--- src/hw/jtp_map.vh ---
// constants for the test access port controller
`ifndef JTP_MAP_VH
`define JTP_MAP_VH

`define JTP_ST_W 4
`define JTP_ST_TLR 4'h0
`define JTP_ST_RTI 4'h1
`define JTP_ST_SEL_DR 4'h2
`define JTP_ST_CAP_DR 4'h3
`define JTP_ST_SHF_DR 4'h4
`define JTP_ST_EX1_DR 4'h5
`define JTP_ST_PAU_DR 4'h6
`define JTP_ST_EX2_DR 4'h7
`define JTP_ST_UPD_DR 4'h8
`define JTP_ST_SEL_IR 4'h9
`define JTP_ST_CAP_IR 4'hA
`define JTP_ST_SHF_IR 4'hB
`define JTP_ST_EX1_IR 4'hC
`define JTP_ST_PAU_IR 4'hD
`define JTP_ST_EX2_IR 4'hE
`define JTP_ST_UPD_IR 4'hF

`define JTP_IR_W 4
`define JTP_IR_CAPTURE 4'h1
`define JTP_INSTR_USER_DR 4'h2
`define JTP_INSTR_BYPASS 4'hF
`define JTP_INSTR_RESET 4'hF

`define JTP_DR_W 8
`define JTP_DR_RESET 8'h00

`endif

--- src/hw/jtp_shift_reg.v ---
// capture, shift and update register for one serial path
`timescale 1ns/1ps
`default_nettype none

module jtp_shift_reg #(
    parameter W = 8,
    parameter [W-1:0] RESET_VAL = {W{1'b0}}
)(
    input wire clock,
    input wire reset_n,
    input wire clear,
    input wire capture_en,
    input wire shift_en,
    input wire update_en,
    input wire [W-1:0] capture_val,
    input wire serial_in,
    output wire serial_out,
    output reg [W-1:0] par_q
);

reg [W-1:0] sr_q;

assign serial_out = sr_q[0];

always @(posedge clock or negedge reset_n)
begin
    if (!reset_n)
    begin
        sr_q <= {W{1'b0}};
        par_q <= RESET_VAL;
    end
    else
    begin
        if (capture_en)
            sr_q <= capture_val;
        else if (shift_en)
            sr_q <= {serial_in, sr_q[W-1:1]};
        if (clear)
            par_q <= RESET_VAL;
        else if (update_en)
            par_q <= sr_q;
    end
end

endmodule
`default_nettype wire

--- src/hw/jtp_tap_ctrl.v ---
// test access port controller sampled from the system clock
// Notes on behaviour
// - state changes, capture and shift follow test clock rising edges; update and data output follow falling edges
// - no dedicated test reset pin; only clock, mode-select, data in and out
// - fuse unprogrammed: pins are ordinary port pins, controller held in reset
// - fuse programmed, disable bit clear: port enabled, input pull-ups on
// - data output undriven in every state that is not shifting, except Exit1 up to its falling edge
// - sixteen-state machine steered by mode-select at each rising edge
// - after power-on reset the controller sits in Test-Logic-Reset
// - every shift register moves its least significant bit first
// - four-bit instructions; last bit shifts as mode-select rises to leave
// - instruction capture value 0x01 shifts out while instruction shifts in
// - current instruction selects the data register placed in the serial path
// - mode-select 1,1,0 returns to idle; instruction latched in Update-IR
// - exit and pause states of both branches do nothing
// - data shift keeps mode-select low except for the final bit
// - parallel inputs captured in Capture-DR shift out while new data shifts in
// - latched data register outputs update in Update-DR
// - five test clocks with mode-select high reach Test-Logic-Reset
`timescale 1ns/1ps
`default_nettype none
`include "jtp_map.vh"

module jtp_tap_ctrl #(
    parameter DR_W = `JTP_DR_W
)(
    input wire clock,
    input wire reset_n,
    input wire test_port_enable_fuse,
    input wire test_port_disable_bit,
    input wire tck_pin,
    input wire tms_pin,
    input wire tdi_pin,
    input wire [DR_W-1:0] dr_capture_in,
    output reg tdo_out_q,
    output reg tdo_oe_q,
    output reg port_enabled_q,
    output reg pullup_en_q,
    output reg [`JTP_ST_W-1:0] tap_state_q,
    output reg [`JTP_IR_W-1:0] instr_out_q,
    output reg [DR_W-1:0] dr_out_q
);

// state codes; plain binary so all sixteen fit the 4-bit state port
localparam [`JTP_ST_W-1:0] ST_TLR = `JTP_ST_TLR;
localparam [`JTP_ST_W-1:0] ST_RTI = `JTP_ST_RTI;
localparam [`JTP_ST_W-1:0] ST_SEL_DR = `JTP_ST_SEL_DR;
localparam [`JTP_ST_W-1:0] ST_CAP_DR = `JTP_ST_CAP_DR;
localparam [`JTP_ST_W-1:0] ST_SHF_DR = `JTP_ST_SHF_DR;
localparam [`JTP_ST_W-1:0] ST_EX1_DR = `JTP_ST_EX1_DR;
localparam [`JTP_ST_W-1:0] ST_PAU_DR = `JTP_ST_PAU_DR;
localparam [`JTP_ST_W-1:0] ST_EX2_DR = `JTP_ST_EX2_DR;
localparam [`JTP_ST_W-1:0] ST_UPD_DR = `JTP_ST_UPD_DR;
localparam [`JTP_ST_W-1:0] ST_SEL_IR = `JTP_ST_SEL_IR;
localparam [`JTP_ST_W-1:0] ST_CAP_IR = `JTP_ST_CAP_IR;
localparam [`JTP_ST_W-1:0] ST_SHF_IR = `JTP_ST_SHF_IR;
localparam [`JTP_ST_W-1:0] ST_EX1_IR = `JTP_ST_EX1_IR;
localparam [`JTP_ST_W-1:0] ST_PAU_IR = `JTP_ST_PAU_IR;
localparam [`JTP_ST_W-1:0] ST_EX2_IR = `JTP_ST_EX2_IR;
localparam [`JTP_ST_W-1:0] ST_UPD_IR = `JTP_ST_UPD_IR;

// transitions of the standard diagram
function [`JTP_ST_W-1:0] next_state;
    input [`JTP_ST_W-1:0] st;
    input tms;
    begin
        case (st)
            ST_TLR:
                if (tms)
                    next_state = ST_TLR;
                else
                    next_state = ST_RTI;
            ST_RTI:
                if (tms)
                    next_state = ST_SEL_DR;
                else
                    next_state = ST_RTI;
            ST_SEL_DR:
                if (tms)
                    next_state = ST_SEL_IR;
                else
                    next_state = ST_CAP_DR;
            ST_CAP_DR:
                if (tms)
                    next_state = ST_EX1_DR;
                else
                    next_state = ST_SHF_DR;
            ST_SHF_DR:
                if (tms)
                    next_state = ST_EX1_DR;
                else
                    next_state = ST_SHF_DR;
            ST_EX1_DR:
                if (tms)
                    next_state = ST_UPD_DR;
                else
                    next_state = ST_PAU_DR;
            ST_PAU_DR:
                if (tms)
                    next_state = ST_EX2_DR;
                else
                    next_state = ST_PAU_DR;
            ST_EX2_DR:
                if (tms)
                    next_state = ST_UPD_DR;
                else
                    next_state = ST_SHF_DR;
            ST_UPD_DR:
                if (tms)
                    next_state = ST_SEL_DR;
                else
                    next_state = ST_RTI;
            ST_SEL_IR:
                if (tms)
                    next_state = ST_TLR;
                else
                    next_state = ST_CAP_IR;
            ST_CAP_IR:
                if (tms)
                    next_state = ST_EX1_IR;
                else
                    next_state = ST_SHF_IR;
            ST_SHF_IR:
                if (tms)
                    next_state = ST_EX1_IR;
                else
                    next_state = ST_SHF_IR;
            ST_EX1_IR:
                if (tms)
                    next_state = ST_UPD_IR;
                else
                    next_state = ST_PAU_IR;
            ST_PAU_IR:
                if (tms)
                    next_state = ST_EX2_IR;
                else
                    next_state = ST_PAU_IR;
            ST_EX2_IR:
                if (tms)
                    next_state = ST_UPD_IR;
                else
                    next_state = ST_SHF_IR;
            ST_UPD_IR:
                if (tms)
                    next_state = ST_SEL_DR;
                else
                    next_state = ST_RTI;
            default:
                next_state = ST_TLR;
        endcase
    end
endfunction

// pin synchronisers; first stage feeds only the second
// limitation: each test clock phase must last longer than one system clock period,
// otherwise a short pulse can fall between two samples of the first stage
// idle levels: data in and mode-select pulled high, test clock low
localparam [2:0] SYNC_IDLE = 3'h6;
wire [2:0] pin_raw = {tdi_pin, tms_pin, tck_pin};
wire [2:0] pin_s;
reg tck_last_q;
wire tck_rise;
wire tck_fall;
wire tms_s;
wire tdi_s;

genvar gi;
generate
    for (gi = 0; gi < 3; gi = gi + 1)
    begin : g_sync
        reg [1:0] stage_q;
        always @(posedge clock or negedge reset_n)
        begin
            if (!reset_n)
                stage_q <= {2{SYNC_IDLE[gi]}};
            else
                stage_q <= {stage_q[0], pin_raw[gi]};
        end
        assign pin_s[gi] = stage_q[1];
    end
endgenerate

always @(posedge clock or negedge reset_n)
begin
    if (!reset_n)
        tck_last_q <= 1'b0;
    else
        tck_last_q <= pin_s[0];
end

assign tck_rise = pin_s[0] & ~tck_last_q;
assign tck_fall = ~pin_s[0] & tck_last_q;
assign tms_s = pin_s[1];
assign tdi_s = pin_s[2];

// no test reset pin: apart from system reset, only the fuse and disable bit can force reset
wire port_on = test_port_enable_fuse & ~test_port_disable_bit;

wire [`JTP_ST_W-1:0] state_d = next_state(tap_state_q, tms_s);

always @(posedge clock or negedge reset_n)
begin
    if (!reset_n)
        tap_state_q <= `JTP_ST_TLR;
    else if (!port_on)
        tap_state_q <= `JTP_ST_TLR;
    else if (tck_rise)
        tap_state_q <= state_d;
end

always @(posedge clock or negedge reset_n)
begin
    if (!reset_n)
    begin
        port_enabled_q <= 1'b0;
        pullup_en_q <= 1'b0;
    end
    else
    begin
        port_enabled_q <= port_on;
        pullup_en_q <= port_on;
    end
end

// pause and exit states assert none of these, so they do nothing
wire in_tlr = (tap_state_q == `JTP_ST_TLR);
wire shf_ir = (tap_state_q == `JTP_ST_SHF_IR);
wire shf_dr = (tap_state_q == `JTP_ST_SHF_DR);
wire cap_ir = tck_rise & (tap_state_q == `JTP_ST_CAP_IR);
wire cap_dr = tck_rise & (tap_state_q == `JTP_ST_CAP_DR);
wire upd_ir = tck_fall & (tap_state_q == `JTP_ST_UPD_IR);
wire upd_dr = tck_fall & (tap_state_q == `JTP_ST_UPD_DR);

// instruction chosen path
wire [`JTP_IR_W-1:0] instr;
wire sel_user = (instr == `JTP_INSTR_USER_DR);

wire ir_sout;
wire dr_sout;
wire [DR_W-1:0] dr_par;

jtp_shift_reg #(
    .W(`JTP_IR_W),
    .RESET_VAL(`JTP_INSTR_RESET)
) u_ir (
    .clock(clock),
    .reset_n(reset_n),
    .clear(in_tlr),
    .capture_en(cap_ir),
    .shift_en(tck_rise & shf_ir),
    .update_en(upd_ir),
    .capture_val(`JTP_IR_CAPTURE),
    .serial_in(tdi_s),
    .serial_out(ir_sout),
    .par_q(instr)
);

jtp_shift_reg #(
    .W(DR_W),
    .RESET_VAL(`JTP_DR_RESET)
) u_dr (
    .clock(clock),
    .reset_n(reset_n),
    .clear(in_tlr),
    .capture_en(cap_dr & sel_user),
    .shift_en(tck_rise & shf_dr & sel_user),
    .update_en(upd_dr & sel_user),
    .capture_val(dr_capture_in),
    .serial_in(tdi_s),
    .serial_out(dr_sout),
    .par_q(dr_par)
);

// one-bit bypass path for every other instruction
reg bypass_q;

always @(posedge clock or negedge reset_n)
begin
    if (!reset_n)
        bypass_q <= 1'b0;
    else if (cap_dr & ~sel_user)
        bypass_q <= 1'b0;
    else if (tck_rise & shf_dr & ~sel_user)
        bypass_q <= tdi_s;
end

always @(posedge clock or negedge reset_n)
begin
    if (!reset_n)
    begin
        instr_out_q <= `JTP_INSTR_RESET;
        dr_out_q <= `JTP_DR_RESET;
    end
    else
    begin
        instr_out_q <= instr;
        dr_out_q <= dr_par;
    end
end

// output changes on the falling test clock so the far end samples a settled bit
reg tdo_out_d;
reg tdo_oe_d;

always @*
begin
    tdo_out_d = tdo_out_q;
    tdo_oe_d = tdo_oe_q;
    if (!port_on)
    begin
        tdo_out_d = 1'b0;
        tdo_oe_d = 1'b0;
    end
    else if (tck_fall)
    begin
        tdo_oe_d = shf_ir | shf_dr;
        if (shf_ir)
            tdo_out_d = ir_sout;
        else if (sel_user)
            tdo_out_d = dr_sout;
        else
            tdo_out_d = bypass_q;
    end
end

always @(posedge clock or negedge reset_n)
begin
    if (!reset_n)
    begin
        tdo_out_q <= 1'b0;
        tdo_oe_q <= 1'b0;
    end
    else
    begin
        tdo_out_q <= tdo_out_d;
        tdo_oe_q <= tdo_oe_d;
    end
end

endmodule
`default_nettype wire

--- config.mk ---
export PLATFORM = sky130hd
export DESIGN_NAME = jtp_tap_ctrl
export DESIGN_NICKNAME = d
export VERILOG_FILES = /design/src/hw/jtp_shift_reg.v /design/src/hw/jtp_tap_ctrl.v
export VERILOG_INCLUDE_DIRS = /design/src /design/src/hw
export SDC_FILE = /design/constraint.sdc
export NUM_CORES = 1
export LEC_CHECK = 0
export ABC_AREA = 1
export ABC_CLOCK_PERIOD_IN_PS = 2020
export BUFFER_PORTS_ARGS = -buffer_cell sky130_fd_sc_hd__buf_4
export CAP_MARGIN = 20
export CORE_MARGIN = 4
export CORE_UTILIZATION = 56
export DETAILED_ROUTE_END_ITERATION = 10
export GPL_TIMING_DRIVEN = 1
export HOLD_SLACK_MARGIN = 0.05
export PLACE_DENSITY = 0.77
export SLEW_MARGIN = 40
export SYNTH_ARGS = -nofsm -noshare
export SYNTH_HDL_FRONTEND = slang
export SYNTH_SLANG_ARGS = --single-unit
--- constraint.sdc ---
create_clock -name clock -period 2.02 [get_ports clock]
set_input_delay 0.404 -clock clock [delete_from_list [all_inputs] [get_ports clock]]
set_output_delay 0.404 -clock clock [all_outputs]
set_load 0.01 [all_outputs]
==> reports/qor.yml, run 1 <==
final_layout:
  drive_above_1_share: 0.300
  syn2layout_area_growth_pct: 16.1
  final_area_um2: 2740
  finalNetCount: 304
  n_antenna_cell: 0
  layout_common_cells: "nand2_1 (74), dfrtp_1 (39), buf_4 (34), inv_1 (27), o21ai_0 (19)"
  final_common_cell: "nand2_1"
synth:
  synth_area_um2: 2360
  yosysSeqAreaShare: 0.548
  synthCells: 253
  synth_flop_cell: "dfrtp_1"
  yosysWarnings: 0
  synth_nets: 268
  synth_edf_count: 0
  synth-seq-cells: 51
  synthArstFlopShare: 1.00
  synth_cell_types: 34
  syn_avg_cell_area_um2: 9.31
placement:
  gp_congestion: 0.905
  port_buffers: 34
  hpwl_um: 3130
  placed_area_um2: 2620
cts:
  cts_buffers: 5
  clk_latency_ns: 0.30
  htree_levels: 2
  clock-sinks: 51
  cts_resized: 0
  holdBufCountCts: 0
  cts_buffer_depth: 2
  cts_tree: "yes"
  path_clk_slew_ns: 0.09
  cts-root-buf: "clkbuf_8"
  postCtsSetupBuffers: 0
floorplanning:
  die_w_um: 72.9
  core_um2: 4030
  start_util: 0.585
  die_area_um2: 5310
  pin_count: 35
  die_h_um: 72.9
  rows: 23
timing:
  maxClockFrequency_mhz: 603
  max_slew_margin: 0.589
  setup_viol: 0
  skew_ns: 0.00322
  fin_setup_tns_ns: 0
  whs_ns: 0.102
  finalHoldViolations: 0
  drv_slew: 0
  finalCritPeriodShare: 0.821
  rsz0062_at_grt: "no"
  tightest_slew_ns: 0.616
  fin_crit_ns: 1.66
pwr:
  cellLeakagePower_nw: 1.49
  peakVddDrop_mv: 0.529
  power_density_nw_per_um2: 676
route:
  detail_route.first_pass.iterations: 4
  drt_wl_total_um: 4180
  route.detailed.drc: 0
  drtAntennaViolNets: 0
  wl_per_cell_um: 12.3
  routed_via_density: 5.01
  drtIter0Drc: 179
  num_vias: 1702
global_route:
  first_global_vias: 1566
  grt_max_degree: 52
  grt-ovfl-total: 0
  track_usage: 0.176
  grt_pass1_wl_um: 7110
  antenna_found_initial: 0
worst_setup_path:
  critPathRequiredTime_ns: 2.20
  crit_arrival_ns: 1.84
  start_kind: "flip-flop"
  crit_type: "flip-flop to flip-flop"
  crit_fanout: 11
  cp-end-kind: "flip-flop"
worst_hold_path:
  min_path_type: "primary input to async pin"
run:
  timing.max_cap.violations: 0
run_status:
  status: "finished clean"
## flip-flops by register name (all words and copies together), names as in the netlist
| signal | flops |
|---|---|
| u_dr.sr_q | 8 |
| u_dr.par_q | 8 |
| tap_state_q | 4 |
| instr_out_q | 4 |
| tck_last_q | 1 |
| dr_out_q | 8 |
| u_ir.par_q | 4 |
| pullup_en_q | 1 |
| tdo_out_q | 1 |
| u_ir.sr_q | 4 |
| tdo_oe_q | 1 |
| bypass_q | 1 |
| g_sync.stage_q | 6 |
## report_power, final
part	leakage, nW	internal [W]	total, W	switching, W
clock network	0.0548	0.000373	0.000711	0.000338
registers	0.621	0.00104	0.00105	0.00000988
logic	0.818	0.0000318	0.0000835	0.0000517
## final timing paths
check | end | startpoint | cells after the start | slack [ns]
worst max register to register | tap_state_q[0]$_DFFE_PN0P_ | tap_state_q[0]$_DFFE_PN0P_ | 6 | 0.36
worst max-delay path | tap_state_q[0]$_DFFE_PN0P_ | tap_state_q[0]$_DFFE_PN0P_ | 6 | 0.36
worst min register to register | g_sync[1].stage_q[1]$_DFF_PN1_ | g_sync[1].stage_q[0]$_DFF_PN1_ | 0 | 0.36
worst min-delay path | tap_state_q[0]$_DFFE_PN0P_ | reset_n | 1 | 0.10
max in group asynchronous | u_ir.sr_q[0]$_DFFE_PN0P_ | reset_n | 1 | 1.50
min in group clock | g_sync[1].stage_q[0]$_DFF_PN1_ | tms_pin | 1 | 0.20
## layout make-up
cell class / count / area (um2)
Clock buffer: 5 / 68.8
Clock inverter: 3 / 46.3
Fill cell: 327 / 1290
Inverter: 31 / 118
Multi-Input combinational cell: 166 / 895
Sequential cell: 51 / 1290
Tap cell: 50 / 62.6
Timing Repair Buffer: 34 / 255
## kinds of logic (layout without fill, tap and decap cells)
kind of cell,after synthesis,after routing,share of synthesized area
AOI/OAI and AO/OA,40,40,0.112
and+or+nand+nor,126,126,0.268
DFF,51,51,0.548
buffers and inverters,36,73,0.0722
## through the flow
stage	setup WS (ns)	cells	utilization	total power, W
after floorplan	0.560	253	-	0.00110
after global placement	0.411	332	0.651	0.00116
after detailed placement	0.374	332	0.651	0.00116
after CTS	0.363	340	0.679	0.00187
after global routing	0.170	340	0.679	0.00192
final	0.361	340	0.679	0.00185
## synth_stat cells (3+ instances only)
| cell type | count | area share |
|---|---|---|
| o21ai_0 | 19 | 0.040 |
| inv_1 | 27 | 0.043 |
| dfstp_2 | 12 | 0.13 |
| nand2_1 | 74 | 0.12 |
| inv_2 | 3 | 0.0048 |
| nand2_2 | 5 | 0.013 |
| nand3_1 | 15 | 0.032 |
| o21ai_2 | 10 | 0.037 |
| dfrtp_1 | 39 | 0.41 |
| nor2_4 | 5 | 0.024 |
| nor2_1 | 14 | 0.022 |
## worst max-delay path, stage by stage (launching register included)
cell and delay (ns):
dfrtp_1 0.52, nor2_1 0.26, nand2_1 0.35, inv_2 0.22, nor2_4 0.05, nand2_1 0.06
nand3_1 0.07
## layer usage
layer | track usage | wire length (um)
met1 | 0.256 | 2040
met3 | 0.0427 | 242
met4 | 0.0635 | 63
met2 | 0.258 | 1830
met5 | 0 | 0
No activity file was read; power rests on OpenSTA's default activity.
==> run 2: changes to the inputs <==
--- a/config.mk
+++ b/config.mk
@@ -6,16 +6,16 @@
 export SDC_FILE = /design/constraint.sdc
 export NUM_CORES = 1
 export LEC_CHECK = 0
-export ABC_AREA = 1
-export ABC_CLOCK_PERIOD_IN_PS = 2020
+export ABC_AREA = 0
+export ABC_CLOCK_PERIOD_IN_PS = 1400
 export BUFFER_PORTS_ARGS = -buffer_cell sky130_fd_sc_hd__buf_4
 export CAP_MARGIN = 20
 export CORE_MARGIN = 4
-export CORE_UTILIZATION = 56
+export CORE_UTILIZATION = 50
 export DETAILED_ROUTE_END_ITERATION = 10
 export GPL_TIMING_DRIVEN = 1
 export HOLD_SLACK_MARGIN = 0.05
-export PLACE_DENSITY = 0.77
+export PLACE_DENSITY = 0.73
 export SLEW_MARGIN = 40
 export SYNTH_ARGS = -nofsm -noshare
 export SYNTH_HDL_FRONTEND = slang
==> constraint.sdc (replaced) <==
create_clock -name clock -period 1.4 [get_ports clock]
set_input_delay 0.28 -clock clock [delete_from_list [all_inputs] [get_ports clock]]
set_output_delay 0.28 -clock clock [all_outputs]
set_load 0.01 [all_outputs]
==> reports/qor.yml, run 2 <==
run_status:
  status: "finished, violations left"
  violations: "negative setup slack"
timing:
  finalCritPeriodShare: 1.19
  drv_slew: 0
  finalHoldViolations: 0
  fin_crit_ns: 1.66
  tightest_slew_ns: 0.367
  rsz0062_at_grt: "yes"
  fin_ws_ns: -0.263
  setup_viol: 26
  max_slew_margin: 0.755
  maxClockFrequency_mhz: 601
  skew_ns: 0.0104
worst_setup_path:
  r2r_slack_ns: -0.26
  critPathRequiredTime_ns: 1.63
  crit_type: "flip-flop to flip-flop"
  cp-end-kind: "flip-flop"
  crit_fanout: 5
  start_kind: "flip-flop"
  rr_worst_depth: 5
  regToRegEndpoint: "u_dr.par_q[7]$_DFFE_PN0P_"
  crit_arrival_ns: 1.89
  rr_startpoint: "u_ir.par_q[1]$_DFFE_PN1P_"
synth:
  synth_edf_count: 0
  synth_area_leaders: "dfrtp_1 (45%), dfstp_2 (15%), nand2_1 (6.6%), o21ai_0 (2.8%), o22ai_1 (2.3%)"
  synth.most_common_cell: "dfrtp_1"
  synth_common_cells: "dfrtp_1 (39), nand2_1 (38), dfstp_2 (12), o21ai_0 (12), o22ai_1 (8)"
  yosysWarnings: 0
  synth_flop_cell: "dfrtp_1"
  synthArstFlopShare: 1.00
  syn_avg_cell_area_um2: 11.1
  synth_area_um2: 2160
  synth_nets: 210
  yosysTopAreaCell: "dfrtp_1"
  yosysSeqAreaShare: 0.597
  synth-seq-cells: 51
  yosysTopAreaCellShare: 0.451
  synthCells: 195
  synth_cell_types: 45
cts:
  cts_buffer_depth: 2
  htree_levels: 2
  cts_buffers: 5
  path_clk_slew_ns: 0.09
  clk_latency_ns: 0.30
  cts-root-buf: "clkbuf_8"
  cts_tree: "yes"
  clock-sinks: 51
final_layout:
  drive_above_1_share: 0.547
  final_common_cell: "buf_4"
  finalNetCount: 290
  top_regs: "dr_out_q (8), u_dr.par_q (8), u_dr.sr_q (8)"
  layout_common_cells: "buf_4 (65), dfrtp_1 (35), nand2_1 (26), buf_6 (15), nand2_2 (13)"
  n_antenna_cell: 0
  syn2layout_area_growth_pct: 44.3
  final_area_um2: 3120
placement:
  port_buffers: 34
  hpwl_um: 3550
  dp_slack_ns: -0.249
  gp_congestion: 0.804
  placed_area_um2: 2690
worst_hold_path:
  worstHoldPathCells: 1
  holdPathEnd: "g_sync[1].stage_q[0]$_DFF_PN1_"
  min_path_type: "primary input to flip-flop"
  holdCritStartpoint: "tms_pin"
route:
  num_vias: 1819
  wl_per_cell_um: 16.5
  route.detailed.drc: 0
  drtIter0Drc: 85
  routed_via_density: 5.58
  detail_route.first_pass.iterations: 4
  drtAntennaViolNets: 0
  drt_wl_total_um: 5390
floorplanning:
  die_w_um: 73.8
  rows: 23
  die_h_um: 73.8
  pin_count: 35
  die_area_um2: 5440
  core_um2: 4090
  start_util: 0.529
global_route:
  antenna_found_initial: 0
  first_global_vias: 1810
  grt-ovfl-total: 0
  track_usage: 0.205
  grt_pass1_wl_um: 8640
  grt_max_degree: 25
pwr:
  peakVddDrop_mv: 0.849
  power_density_nw_per_um2: 866
  cellLeakagePower_nw: 1.40
run:
  timing.max_cap.violations: 0
[run 2: cell types whose count changed in the layout (fill, tap and decap cells not counted), sizes merged, moves of 8 or more]
cell	previous run	this run
nand3	18	1
o22ai	0	8
o21ai	32	21
buf	34	82
inv	31	4
nor2	21	5
nand2	80	39
[run 2: cell type report]
cell class | instances | area (um2)
Clock buffer | 5 | 68.8
Clock inverter | 3 | 46.3
Sequential cell | 51 | 1300
Fill cell | 261 | 965
Tap cell | 50 | 62.6
Multi-Input combinational cell | 130 | 952
Timing Repair Buffer | 84 | 682
Inverter | 3 | 13.8
[run 2: critical path, cell delays in order (launching register included)]
cell and delay (ns):
dfstp_2 0.54, or4b_4 0.48, nor4_4 0.23, buf_4 0.21, nand2_2 0.05, o21ai_1 0.07
[run 2: timing repair]
action	in CTS	in global routing
endpoints found under the hold margin	14	0
setup endpoints to repair	31	34
pin swaps	12	11
resized for setup	27	36
cloned	3	2
buffers inserted	7	7
hold buffers	1	0
[run 2: cell families after synthesis]
group                     count (synthesis)  synth area share
DFF                                      51             0.597
and+or+nand+nor                          73             0.193
AOI/OAI and AO/OA                        51             0.154
xor gates and xnor gates                  1           0.00405
muxes                                     4            0.0185
buffers and inverters                    15            0.0341
[run 2: power breakdown]
group | switching [W] | internal [W]
Sequential | 0.0000135 | 0.00149
Clock | 0.000484 | 0.000538
Combinational | 0.0000895 | 0.0000849
[run 2: metrics by stage]
stage                     std cells  TNS (ns)   util  total power (W)  hold WS, ns
after floorplan                 195     -2.64      -          0.00158      -0.0156
after global placement          301     -2.32  0.659          0.00168        0.178
after detailed placement        301     -3.60  0.659          0.00168        0.188
after CTS                       320     -3.28  0.724          0.00272       0.0777
after global routing            326     -6.22  0.764          0.00282       0.0749
final                           326     -4.17  0.764          0.00270       0.0880
[run 2: how the worst max path moves through the flow]
| stage | start | endpoint | slack, ns |
|---|---|---|---|
| 3_3_place_gp | u_ir.par_q[1]$_DFFE_PN1P_ | u_dr.par_q[2]$_DFFE_PN0P_ | -0.18 |
| 3_5_place_dp | u_ir.par_q[1]$_DFFE_PN1P_ | u_dr.par_q[4]$_DFFE_PN0P_ | -0.25 |
| 6_report | u_ir.par_q[1]$_DFFE_PN1P_ | u_dr.par_q[7]$_DFFE_PN0P_ | -0.26 |
| 2_1_floorplan | u_ir.par_q[1]$_DFFE_PN1P_ | u_dr.par_q[0]$_DFFE_PN0P_ | -0.23 |
| 5_1_grt | u_ir.par_q[1]$_DFFE_PN1P_ | u_dr.par_q[0]$_DFFE_PN0P_ | -0.35 |
| 4_1_cts | u_ir.par_q[1]$_DFFE_PN1P_ | u_dr.par_q[1]$_DFFE_PN0P_ | -0.25 |
[run 2: layer usage]
| metal | wire length [um] | GRT usage |
|---|---|---|
| met5 | 0 | 0 |
| met4 | 46 | 0.0684 |
| met3 | 302 | 0.0479 |
| met2 | 2670 | 0.323 |
| met1 | 2370 | 0.279 |
